### src/tmc_map.vh
`ifndef TMC_MAP_VH
`define TMC_MAP_VH
// ****************************************
// Clock and timing
// ****************************************
`define TMC_CLK_KHZ 25000
`define TMC_CLK_NS 40
`define TMC_INIT_MS 2000
`define TMC_INIT_CYC 26'h2FAF080
`define TMC_RST_MIN_NS 2000
`define TMC_RST_MIN_CYC ((`TMC_RST_MIN_NS + `TMC_CLK_NS - 1) / `TMC_CLK_NS)
// ****************************************
// Serial bus
// ****************************************
`define TMC_DEV_ADDR 7'h50
`define TMC_PAGE_CODES 8'h03
// ****************************************
// Register offsets
// ****************************************
`define TMC_OFS_STATUS 8'h02
`define TMC_OFS_FLAG_LOS 8'h03
`define TMC_OFS_FLAG_FAULT 8'h04
`define TMC_OFS_FLAG_AUX 8'h06
`define TMC_OFS_POWER 8'h5D
`define TMC_OFS_RECOVERY 8'h62
`define TMC_OFS_MASK_LOS 8'h64
`define TMC_OFS_MASK_FAULT 8'h65
`define TMC_OFS_MASK_AUX 8'h67
`define TMC_OFS_PAGE 8'h7F
`define TMC_OFS_EQ 8'hEA
`define TMC_OFS_EMPH 8'hEC
`define TMC_OFS_AMPL 8'hEE
// ****************************************
// Fields and reset values
// ****************************************
`define TMC_BIT_NOT_READY 0
`define TMC_BIT_POWER_DOWN 1
`define TMC_MAX_EQ 4'hA
`define TMC_MAX_EMPH 4'h7
`define TMC_MAX_AMPL 4'h3
`define TMC_RST_RECOVERY 8'h00
`define TMC_RST_CODES 16'h0000
`endif

### src/tmc_mgmt_ctrl.v
// Behaviour
// Byte 98 bits 7..4 turn transmit clock recovery on for lanes 4..1.
// Byte 98 bits 3..0 turn receive clock recovery on for lanes 4..1.
// Receive amplitude codes 0..3 valid per lane, higher codes reserved.
// Transmit equalization codes 0..10 dB valid per lane, higher reserved.
// Receive emphasis codes 0..7 dB valid, top bit set reserved.
// Fully functional within 2000 ms of power-on or reset release.
// Reset pin low shorter than 2 us is ignored.
// Serial bus answers within 2000 ms of power-on.
// Clear not-ready bit and assert attention within 2000 ms.
// Fully functional within 2000 ms after reset pin rises.
// Low-power pin high enters low power within 100 us.
// Attention asserts within 200 ms of any triggering condition.
// Flags clear on read; attention releases within 500 us after.
// Receive loss-of-signal sets its flag and attention within 100 ms.
// Transmit fault sets its flag and attention within 200 ms.
// Other conditions set their flag and attention within 200 ms.
// Mask set inhibits, mask clear restores, attention within 100 ms.
// Serial responses start within 100 us of module select.
// Serial responses stop within 100 us of deselect.
// Power-down bit set enters low power within 100 ms.
// Power-down bit clear returns to functional within 300 ms.
// Mask and power deadlines timed from end of the write.
// Attention held while any unmasked flag stays set.
`include "tmc_map.vh"
module tmc_mgmt_ctrl #(
   parameter [25:0] INIT_CYCLES = `TMC_INIT_CYC
)(
   // Clock and reset
   input wire I_CORE_CLK,
   input wire I_ARST_N,
   // Sideband pins
   input wire I_MODULE_RESET_N,
   input wire I_MODULE_SELECT_N,
   input wire I_LOW_POWER_REQUEST,
   output wire O_ATTENTION_N,
   // Serial bus
   input wire I_SCL,
   input wire I_SDA,
   output wire O_SDA,
   output wire O_SDA_OE_N,
   // Condition inputs
   input wire [3:0] I_RX_LOS,
   input wire [3:0] I_TX_FAULT,
   input wire [3:0] I_AUX_COND,
   // Lane controls
   output wire [3:0] O_TX_RECOVERY_ON,
   output wire [3:0] O_RX_RECOVERY_ON,
   output wire [15:0] O_TX_EQ,
   output wire [15:0] O_RX_EMPH,
   output wire [15:0] O_RX_AMPL,
   // Module state
   output reg O_LOW_POWER,
   output wire O_READY
);
   // ****************************************
   // Declarations
   // ****************************************
   localparam [3:0] ST_IDLE = 4'h0;
   localparam [3:0] ST_ADDR = 4'h1;
   localparam [3:0] ST_AACK = 4'h2;
   localparam [3:0] ST_REG = 4'h3;
   localparam [3:0] ST_WACK = 4'h4;
   localparam [3:0] ST_WDATA = 4'h5;
   localparam [3:0] ST_RDATA = 4'h6;
   localparam [3:0] ST_MACK = 4'h7;
   localparam integer RST_MIN_I = `TMC_RST_MIN_CYC;
   localparam [5:0] RST_MIN = RST_MIN_I[5:0];
   reg [5:0] rst_cnt_r;
   reg mod_rst_r;
   reg [25:0] init_cnt_r;
   reg not_ready_r;
   reg ready_flag_r;
   reg [7:0] recovery_r;
   reg [15:0] eq_r;
   reg [15:0] emph_r;
   reg [15:0] ampl_r;
   reg [7:0] page_r;
   reg power_down_r;
   reg [3:0] los_r;
   reg [3:0] fault_r;
   reg [3:0] aux_r;
   reg [3:0] mask_los_r;
   reg [3:0] mask_fault_r;
   reg [3:0] mask_aux_r;
   reg scl_q;
   reg sda_q;
   reg [3:0] state_r;
   reg [2:0] bit_cnt_r;
   reg got_byte_r;
   reg [7:0] shreg_r;
   reg [7:0] ptr_r;
   reg rw_r;
   reg nack_r;
   reg drive_low_r;
   reg [7:0] rd_byte;
   reg [3:0] los_clr;
   reg [3:0] fault_clr;
   reg [3:0] aux_clr;
   reg ready_clr;
   wire selected = ~I_MODULE_SELECT_N & ~mod_rst_r;
   wire scl_rise = I_SCL & ~scl_q;
   wire scl_fall = ~I_SCL & scl_q;
   wire bus_start = scl_q & I_SCL & sda_q & ~I_SDA;
   wire bus_stop = scl_q & I_SCL & ~sda_q & I_SDA;
   wire upper_p3 = ptr_r[7] & (page_r == `TMC_PAGE_CODES);
   wire rd_load = (scl_fall & state_r == ST_AACK & rw_r) |
                  (scl_fall & state_r == ST_MACK & ~nack_r);
   wire wr_stb = scl_fall & state_r == ST_WDATA & got_byte_r;
   // ****************************************
   // Functions
   // ****************************************
   function [7:0] nib_upd;
      input [7:0] old_b;
      input [7:0] new_b;
      input [3:0] lim;
      begin
         nib_upd[7:4] = (new_b[7:4] <= lim) ? new_b[7:4] : old_b[7:4];
         nib_upd[3:0] = (new_b[3:0] <= lim) ? new_b[3:0] : old_b[3:0];
      end
   endfunction
   // ****************************************
   // Reset pin filter and init timer
   // ****************************************
   always @(posedge I_CORE_CLK or negedge I_ARST_N)
   begin
      if (!I_ARST_N)
      begin
         rst_cnt_r <= 6'h00;
         mod_rst_r <= 1'b0;
      end
      else if (I_MODULE_RESET_N)
      begin
         rst_cnt_r <= 6'h00;
         mod_rst_r <= 1'b0;
      end
      else if (rst_cnt_r < RST_MIN - 6'h01)
         rst_cnt_r <= rst_cnt_r + 6'h01;
      else
         mod_rst_r <= 1'b1;
   end
   always @(posedge I_CORE_CLK or negedge I_ARST_N)
   begin
      if (!I_ARST_N)
      begin
         init_cnt_r <= 26'h0000000;
         not_ready_r <= 1'b1;
         ready_flag_r <= 1'b0;
      end
      else if (mod_rst_r)
      begin
         init_cnt_r <= 26'h0000000;
         not_ready_r <= 1'b1;
         ready_flag_r <= 1'b0;
      end
      else if (not_ready_r)
      begin
         if (init_cnt_r >= INIT_CYCLES - 26'h0000001)
         begin
            not_ready_r <= 1'b0;
            ready_flag_r <= 1'b1;
         end
         else
            init_cnt_r <= init_cnt_r + 26'h0000001;
      end
      else if (ready_clr)
         ready_flag_r <= 1'b0;
   end
   assign O_READY = ~not_ready_r;
   // ****************************************
   // Read mux and clear-on-read
   // ****************************************
   always @*
   begin
      rd_byte = 8'h00;
      los_clr = 4'h0;
      fault_clr = 4'h0;
      aux_clr = 4'h0;
      ready_clr = 1'b0;
      if (upper_p3)
      begin
         case (ptr_r)
            `TMC_OFS_EQ: rd_byte = eq_r[15:8];
            `TMC_OFS_EQ + 8'h01: rd_byte = eq_r[7:0];
            `TMC_OFS_EMPH: rd_byte = emph_r[15:8];
            `TMC_OFS_EMPH + 8'h01: rd_byte = emph_r[7:0];
            `TMC_OFS_AMPL: rd_byte = ampl_r[15:8];
            `TMC_OFS_AMPL + 8'h01: rd_byte = ampl_r[7:0];
            default: rd_byte = 8'h00;
         endcase
      end
      else
      begin
         case (ptr_r)
            `TMC_OFS_STATUS:
            begin
               rd_byte = {7'h00, not_ready_r};
               ready_clr = rd_load;
            end
            `TMC_OFS_FLAG_LOS:
            begin
               rd_byte = {4'h0, los_r};
               los_clr = rd_load ? los_r : 4'h0;
            end
            `TMC_OFS_FLAG_FAULT:
            begin
               rd_byte = {4'h0, fault_r};
               fault_clr = rd_load ? fault_r : 4'h0;
            end
            `TMC_OFS_FLAG_AUX:
            begin
               rd_byte = {4'h0, aux_r};
               aux_clr = rd_load ? aux_r : 4'h0;
            end
            `TMC_OFS_POWER: rd_byte = {6'h00, power_down_r, 1'b0};
            `TMC_OFS_RECOVERY: rd_byte = recovery_r;
            `TMC_OFS_MASK_LOS: rd_byte = {4'h0, mask_los_r};
            `TMC_OFS_MASK_FAULT: rd_byte = {4'h0, mask_fault_r};
            `TMC_OFS_MASK_AUX: rd_byte = {4'h0, mask_aux_r};
            `TMC_OFS_PAGE: rd_byte = page_r;
            default: rd_byte = 8'h00;
         endcase
      end
   end
   // ****************************************
   // Registers and flags
   // ****************************************
   always @(posedge I_CORE_CLK or negedge I_ARST_N)
   begin
      if (!I_ARST_N)
      begin
         recovery_r <= `TMC_RST_RECOVERY;
         eq_r <= `TMC_RST_CODES;
         emph_r <= `TMC_RST_CODES;
         ampl_r <= `TMC_RST_CODES;
         page_r <= 8'h00;
         power_down_r <= 1'b0;
         mask_los_r <= 4'h0;
         mask_fault_r <= 4'h0;
         mask_aux_r <= 4'h0;
         los_r <= 4'h0;
         fault_r <= 4'h0;
         aux_r <= 4'h0;
      end
      else if (mod_rst_r)
      begin
         recovery_r <= `TMC_RST_RECOVERY;
         eq_r <= `TMC_RST_CODES;
         emph_r <= `TMC_RST_CODES;
         ampl_r <= `TMC_RST_CODES;
         page_r <= 8'h00;
         power_down_r <= 1'b0;
         mask_los_r <= 4'h0;
         mask_fault_r <= 4'h0;
         mask_aux_r <= 4'h0;
         los_r <= 4'h0;
         fault_r <= 4'h0;
         aux_r <= 4'h0;
      end
      else
      begin
         los_r <= (los_r & ~los_clr) | I_RX_LOS;
         fault_r <= (fault_r & ~fault_clr) | I_TX_FAULT;
         aux_r <= (aux_r & ~aux_clr) | I_AUX_COND;
         if (wr_stb & upper_p3)
         begin
            case (ptr_r)
               `TMC_OFS_EQ: eq_r[15:8] <= nib_upd(eq_r[15:8], shreg_r, `TMC_MAX_EQ);
               `TMC_OFS_EQ + 8'h01: eq_r[7:0] <= nib_upd(eq_r[7:0], shreg_r, `TMC_MAX_EQ);
               `TMC_OFS_EMPH: emph_r[15:8] <= nib_upd(emph_r[15:8], shreg_r, `TMC_MAX_EMPH);
               `TMC_OFS_EMPH + 8'h01: emph_r[7:0] <= nib_upd(emph_r[7:0], shreg_r, `TMC_MAX_EMPH);
               `TMC_OFS_AMPL: ampl_r[15:8] <= nib_upd(ampl_r[15:8], shreg_r, `TMC_MAX_AMPL);
               `TMC_OFS_AMPL + 8'h01: ampl_r[7:0] <= nib_upd(ampl_r[7:0], shreg_r, `TMC_MAX_AMPL);
               default: page_r <= page_r;
            endcase
         end
         else if (wr_stb)
         begin
            case (ptr_r)
               `TMC_OFS_POWER: power_down_r <= shreg_r[`TMC_BIT_POWER_DOWN];
               `TMC_OFS_RECOVERY: recovery_r <= shreg_r;
               `TMC_OFS_MASK_LOS: mask_los_r <= shreg_r[3:0];
               `TMC_OFS_MASK_FAULT: mask_fault_r <= shreg_r[3:0];
               `TMC_OFS_MASK_AUX: mask_aux_r <= shreg_r[3:0];
               `TMC_OFS_PAGE: page_r <= shreg_r;
               default: page_r <= page_r;
            endcase
         end
      end
   end
   assign O_TX_RECOVERY_ON = recovery_r[7:4];
   assign O_RX_RECOVERY_ON = recovery_r[3:0];
   assign O_TX_EQ = eq_r;
   assign O_RX_EMPH = emph_r;
   assign O_RX_AMPL = ampl_r;
   assign O_ATTENTION_N = ~(ready_flag_r | |(los_r & ~mask_los_r) |
                            |(fault_r & ~mask_fault_r) | |(aux_r & ~mask_aux_r));
   always @(posedge I_CORE_CLK or negedge I_ARST_N)
   begin
      if (!I_ARST_N)
         O_LOW_POWER <= 1'b0;
      else
         O_LOW_POWER <= I_LOW_POWER_REQUEST | power_down_r;
   end
   // ****************************************
   // Serial bus slave
   // ****************************************
   always @(posedge I_CORE_CLK or negedge I_ARST_N)
   begin
      if (!I_ARST_N)
      begin
         scl_q <= 1'b1;
         sda_q <= 1'b1;
         state_r <= ST_IDLE;
         bit_cnt_r <= 3'h0;
         got_byte_r <= 1'b0;
         shreg_r <= 8'h00;
         ptr_r <= 8'h00;
         rw_r <= 1'b0;
         nack_r <= 1'b0;
         drive_low_r <= 1'b0;
      end
      else
      begin
         scl_q <= I_SCL;
         sda_q <= I_SDA;
         if (!selected | bus_stop)
         begin
            state_r <= ST_IDLE;
            drive_low_r <= 1'b0;
         end
         else if (bus_start)
         begin
            state_r <= ST_ADDR;
            bit_cnt_r <= 3'h0;
            got_byte_r <= 1'b0;
            drive_low_r <= 1'b0;
         end
         else if (scl_rise)
         begin
            case (state_r)
               ST_ADDR, ST_REG, ST_WDATA:
               begin
                  shreg_r <= {shreg_r[6:0], I_SDA};
                  bit_cnt_r <= bit_cnt_r + 3'h1;
                  got_byte_r <= (bit_cnt_r == 3'h7);
               end
               ST_RDATA:
               begin
                  bit_cnt_r <= bit_cnt_r + 3'h1;
                  got_byte_r <= (bit_cnt_r == 3'h7);
               end
               ST_MACK: nack_r <= I_SDA;
               default: nack_r <= nack_r;
            endcase
         end
         else if (scl_fall)
         begin
            case (state_r)
               ST_ADDR:
               begin
                  if (got_byte_r & shreg_r[7:1] == `TMC_DEV_ADDR)
                  begin
                     state_r <= ST_AACK;
                     rw_r <= shreg_r[0];
                     drive_low_r <= 1'b1;
                  end
                  else if (got_byte_r)
                     state_r <= ST_IDLE;
                  got_byte_r <= 1'b0;
               end
               ST_AACK, ST_MACK:
               begin
                  if (rd_load)
                  begin
                     shreg_r <= rd_byte;
                     drive_low_r <= ~rd_byte[7];
                     ptr_r <= ptr_r + 8'h01;
                     state_r <= ST_RDATA;
                  end
                  else
                  begin
                     drive_low_r <= 1'b0;
                     state_r <= (state_r == ST_AACK) ? ST_REG : ST_IDLE;
                  end
                  bit_cnt_r <= 3'h0;
               end
               ST_REG, ST_WDATA:
               begin
                  if (got_byte_r)
                  begin
                     if (state_r == ST_REG)
                        ptr_r <= shreg_r;
                     else
                        ptr_r <= ptr_r + 8'h01;
                     drive_low_r <= 1'b1;
                     state_r <= ST_WACK;
                  end
                  got_byte_r <= 1'b0;
               end
               ST_WACK:
               begin
                  drive_low_r <= 1'b0;
                  state_r <= ST_WDATA;
               end
               ST_RDATA:
               begin
                  if (got_byte_r)
                  begin
                     drive_low_r <= 1'b0;
                     state_r <= ST_MACK;
                  end
                  else
                  begin
                     shreg_r <= {shreg_r[6:0], 1'b0};
                     drive_low_r <= ~shreg_r[6];
                  end
                  got_byte_r <= 1'b0;
               end
               default: state_r <= ST_IDLE;
            endcase
         end
      end
   end
   assign O_SDA = 1'b0;
   assign O_SDA_OE_N = ~drive_low_r;
endmodule

### config.mk
export PLATFORM = sky130hd
export DESIGN_NAME = tmc_mgmt_ctrl
export DESIGN_NICKNAME = d
export VERILOG_FILES = /design/src/tmc_mgmt_ctrl.v
export VERILOG_INCLUDE_DIRS = /design/src
export SDC_FILE = /design/constraint.sdc
export NUM_CORES = 1
export LEC_CHECK = 0
export BUFFER_PORTS_ARGS = -buffer_cell sky130_fd_sc_hd__buf_2
export CAP_MARGIN = 0
export CORE_MARGIN = 8
export CORE_UTILIZATION = 61
export CTS_CLUSTER_SIZE = 40
export DETAILED_ROUTE_END_ITERATION = 16
export PLACE_DENSITY = 0.82
export SYNTH_ARGS = -nofsm -noshare
export SYNTH_HDL_FRONTEND = slang
export SYNTH_SLANG_ARGS = --single-unit
### constraint.sdc
create_clock -name I_CORE_CLK -period 6.8 [get_ports I_CORE_CLK]
set_input_delay 0.34 -clock I_CORE_CLK [delete_from_list [all_inputs] [get_ports I_CORE_CLK]]
set_output_delay 0.34 -clock I_CORE_CLK [all_outputs]
set_load 0.02 [all_outputs]
==> flow_summary.ini <==
[routing]
drtIter0Drc = 1065
drt_wl_total_um = 22500
vias = 7267
viasPerCell = 6.71
wl_per_cell_um = 20.8
drc_errors = 0
drtPass1Iterations = 6
final_antenna_net_count = 0

[timing]
tightestPinTransition_ns = 1.25
fin_crit_sh_pct = 48.5
hold-worst-slack_ns = -0.0340
rsz0062_at_grt = false
maxSlewViolCount = 0
finalHoldViolCount = 25
tns_ns = 0
slew_headroom_pct = 16.9
finalClockSkew_ns = 0.00793
max_freq_ghz = 0.303
finalSetupViolCount = 0
period_needed_ns = 3.30

[place]
routabilityCongestion = 0.894
port_buffers = 78
dp_hpwl_um = 15300

[global_route]
grt_pass1_vias = 7064
grt_pass1_wl_um = 37100
overflow = 0
grt_max_degree = 90
grt_util_all_layers_pct = 25.7
antenna_found_initial = 0

[floorplan]
io-pin-count = 80
core-area_mm2 = 0.0137
dieArea_mm2 = 0.0178
initial_core_util_pct = 61.5
row_count = 43
dieHeight_um = 133
die_x_um = 133

[synth]
synth-edff-count = 0
synthDistinctLibCells = 78
yosys-top-cells-area = dfrtp_1, mux2_2, nor2_1
yosysSeqAreaShare_pct = 45.6
ys_seq_elements = 153
avgSynthCellArea_um2 = 9.84
syn_nets = 888
syn_inst = 855
yosysTopAreaCellShare_pct = 44.6
ys_warn_count = 0
netlist_area_mm2 = 0.00841
ys.flop_type = dfrtp_1
synth_top_cell_by_area = dfrtp_1
ys_async_sr_fraction_pct = 100

[pwr]
leakage_uw = 0.00433
vdd_drop_max_mv = 0.176
power_density_mw_per_mm2 = 232

[cts]
cts.clk_slew.worst_paths_ns = 0.06
clockRootBuffer = clkbuf_16
cts-htree-levels = 4
clk_path_buf_depth = 2
clkLatencyLatePin_ns = 0.43
cts_made_buffers = 17
cts_post_setup_buffers_inserted = 0
hold_buffers = 0
cts_resized = 0
clock-sinks = 153
cts_tree = done

[finish]
antenna_cells = 0
layout-drive-gt1-share_pct = 21.4
n_fill_cell = 1067
regArea_mm2 = 0.00383
area_growth_pct = 11.8
multi_input_comb_area_mm2 = 0.00423
final_common_cell = dfrtp_1
most-common-layout-cells = dfrtp_1, buf_2, nor2_1, a21oi_1, mux2_2
final_nets = 927

[flow_run]
max_cap_violations = 0

[critical_path]
critPathCaptureType = flop
cp_slowest_cell = a21oi_1
crit_family = compound AO/OA/AOI/OAI gates
r2r_cells = 5
r2r_start = state_r[0]
worstPathBufferInverterCount = 0
worst-setup-path-type = flop to flop
cp-start-kind = flop
crit_path_start = state_r[0]
crit_chain = or3b_2, a21oi_1, o2111ai_1, mux2i_1, o21ai_0
critical_path_cell_count = 5
cp.required_ns = 7.06
cp.arrival_ns = 3.56
crit_fanout = 19
crit_path_max_incr_delay_ns = 0.75

[worst_hold_path]
hold_path.class = input port to async pin

[outcome]
status = finished, violations left
violations = negative hold slack
## through the flow
| stage | power, uW | std cells | instance area, um2 | utilization [%] | setup slack, ns |
|---|---|---|---|---|---|
| detailed placement | 1240 | 1055 | 8820 | 64.6 | 3.56 |
| CTS | 2190 | 1083 | 9400 | 68.8 | 3.58 |
| global route | 2260 | 1083 | 9400 | 68.8 | 3.33 |
| global placement | 1240 | 1055 | 8820 | 64.6 | 3.78 |
| floorplan | 1150 | 855 | 8410 | - | 4.46 |
| finish | 2180 | 1083 | 9400 | 68.8 | 3.50 |
## report_power, final
group | internal (uW) | total (uW) | switching [uW]
Combinational | 80.1 | 203 | 122
Clock | 586 | 951 | 366
Sequential | 964 | 1030 | 62.3
## worst reg2reg max path: stages, from the launching register on
cell       delay (ns)
dfrtp_1          0.58
or3b_2           0.54
a21oi_1          0.75
o2111ai_1        0.75
mux2i_1          0.40
o21ai_0          0.12
## flip-flops by register name, summed over array words and instances, names as in the netlist, 6 cells and up
register    cells
O_TX_EQ        16
page_r          8
rst_cnt_r       6
recovery_r      8
O_RX_AMPL      16
init_cnt_r     26
shreg_r         8
ptr_r           8
O_RX_EMPH      16
## cell families after synthesis
kind of cell / share of synthesized area [%]
muxes: 8.72
adders and majority gates: 2.17
other: 0.0446
AOI/OAI and AO/OA: 18.8
xor gates and xnor gates: 0.625
DFF: 45.6
and+or+nand+nor: 19.9
buffers and inverters: 4.21
## worst paths after layout
check,endpoint,slack (ns)
worst max-delay path,ptr_r[0],3.50
worst min-delay path,init_cnt_r[0],-0.03
worst max register to register,ptr_r[0],3.50
worst min register to register,bit_cnt_r[1],0.51
max in group asynchronous,got_byte_r,5.42
min in group I_CORE_CLK,scl_q,0.05
## Yosys cell counts, drive strengths merged (6+ instances only)
cell and instances:
a21oi 49, a221oi 7, a222oi 10, a22o 12
a22oi 12, a31o 9, a31oi 19, and2 11
and3 25, buf 10, clkbuf 52, dfrtp 150
ha 13, inv 27, mux2 50, mux2i 17
nand2 44, nand3 39, nand3b 8, nand4 11
nor2 73, nor2b 22, nor3 14, nor4 12
o21ai 23, o22a 6, o22ai 6, o31ai 17
o41ai 6, or2 6, or3 8, or4 14
## layer usage
metal / vias up / part of all wire (%) / global-route usage [%]
met5: - / 0 / 0
met4: 0 / 2.4 / 9.05
met3: 58 / 7.3 / 6.25
met2: 332 / 48 / 40.3
met1: 3603 / 43 / 34.1
li1: 3274 / - / -
## area by class of cell
type	instances	area share, %
flip-flops and latches	153	40.8
clock inverters	9	1.34
clock buffers	19	4.82
well taps	180	2.40
repair buffers	82	4.54
inverters	28	1.12
multi-input cells	612	45.0
(Power assumes the default switching activity.)
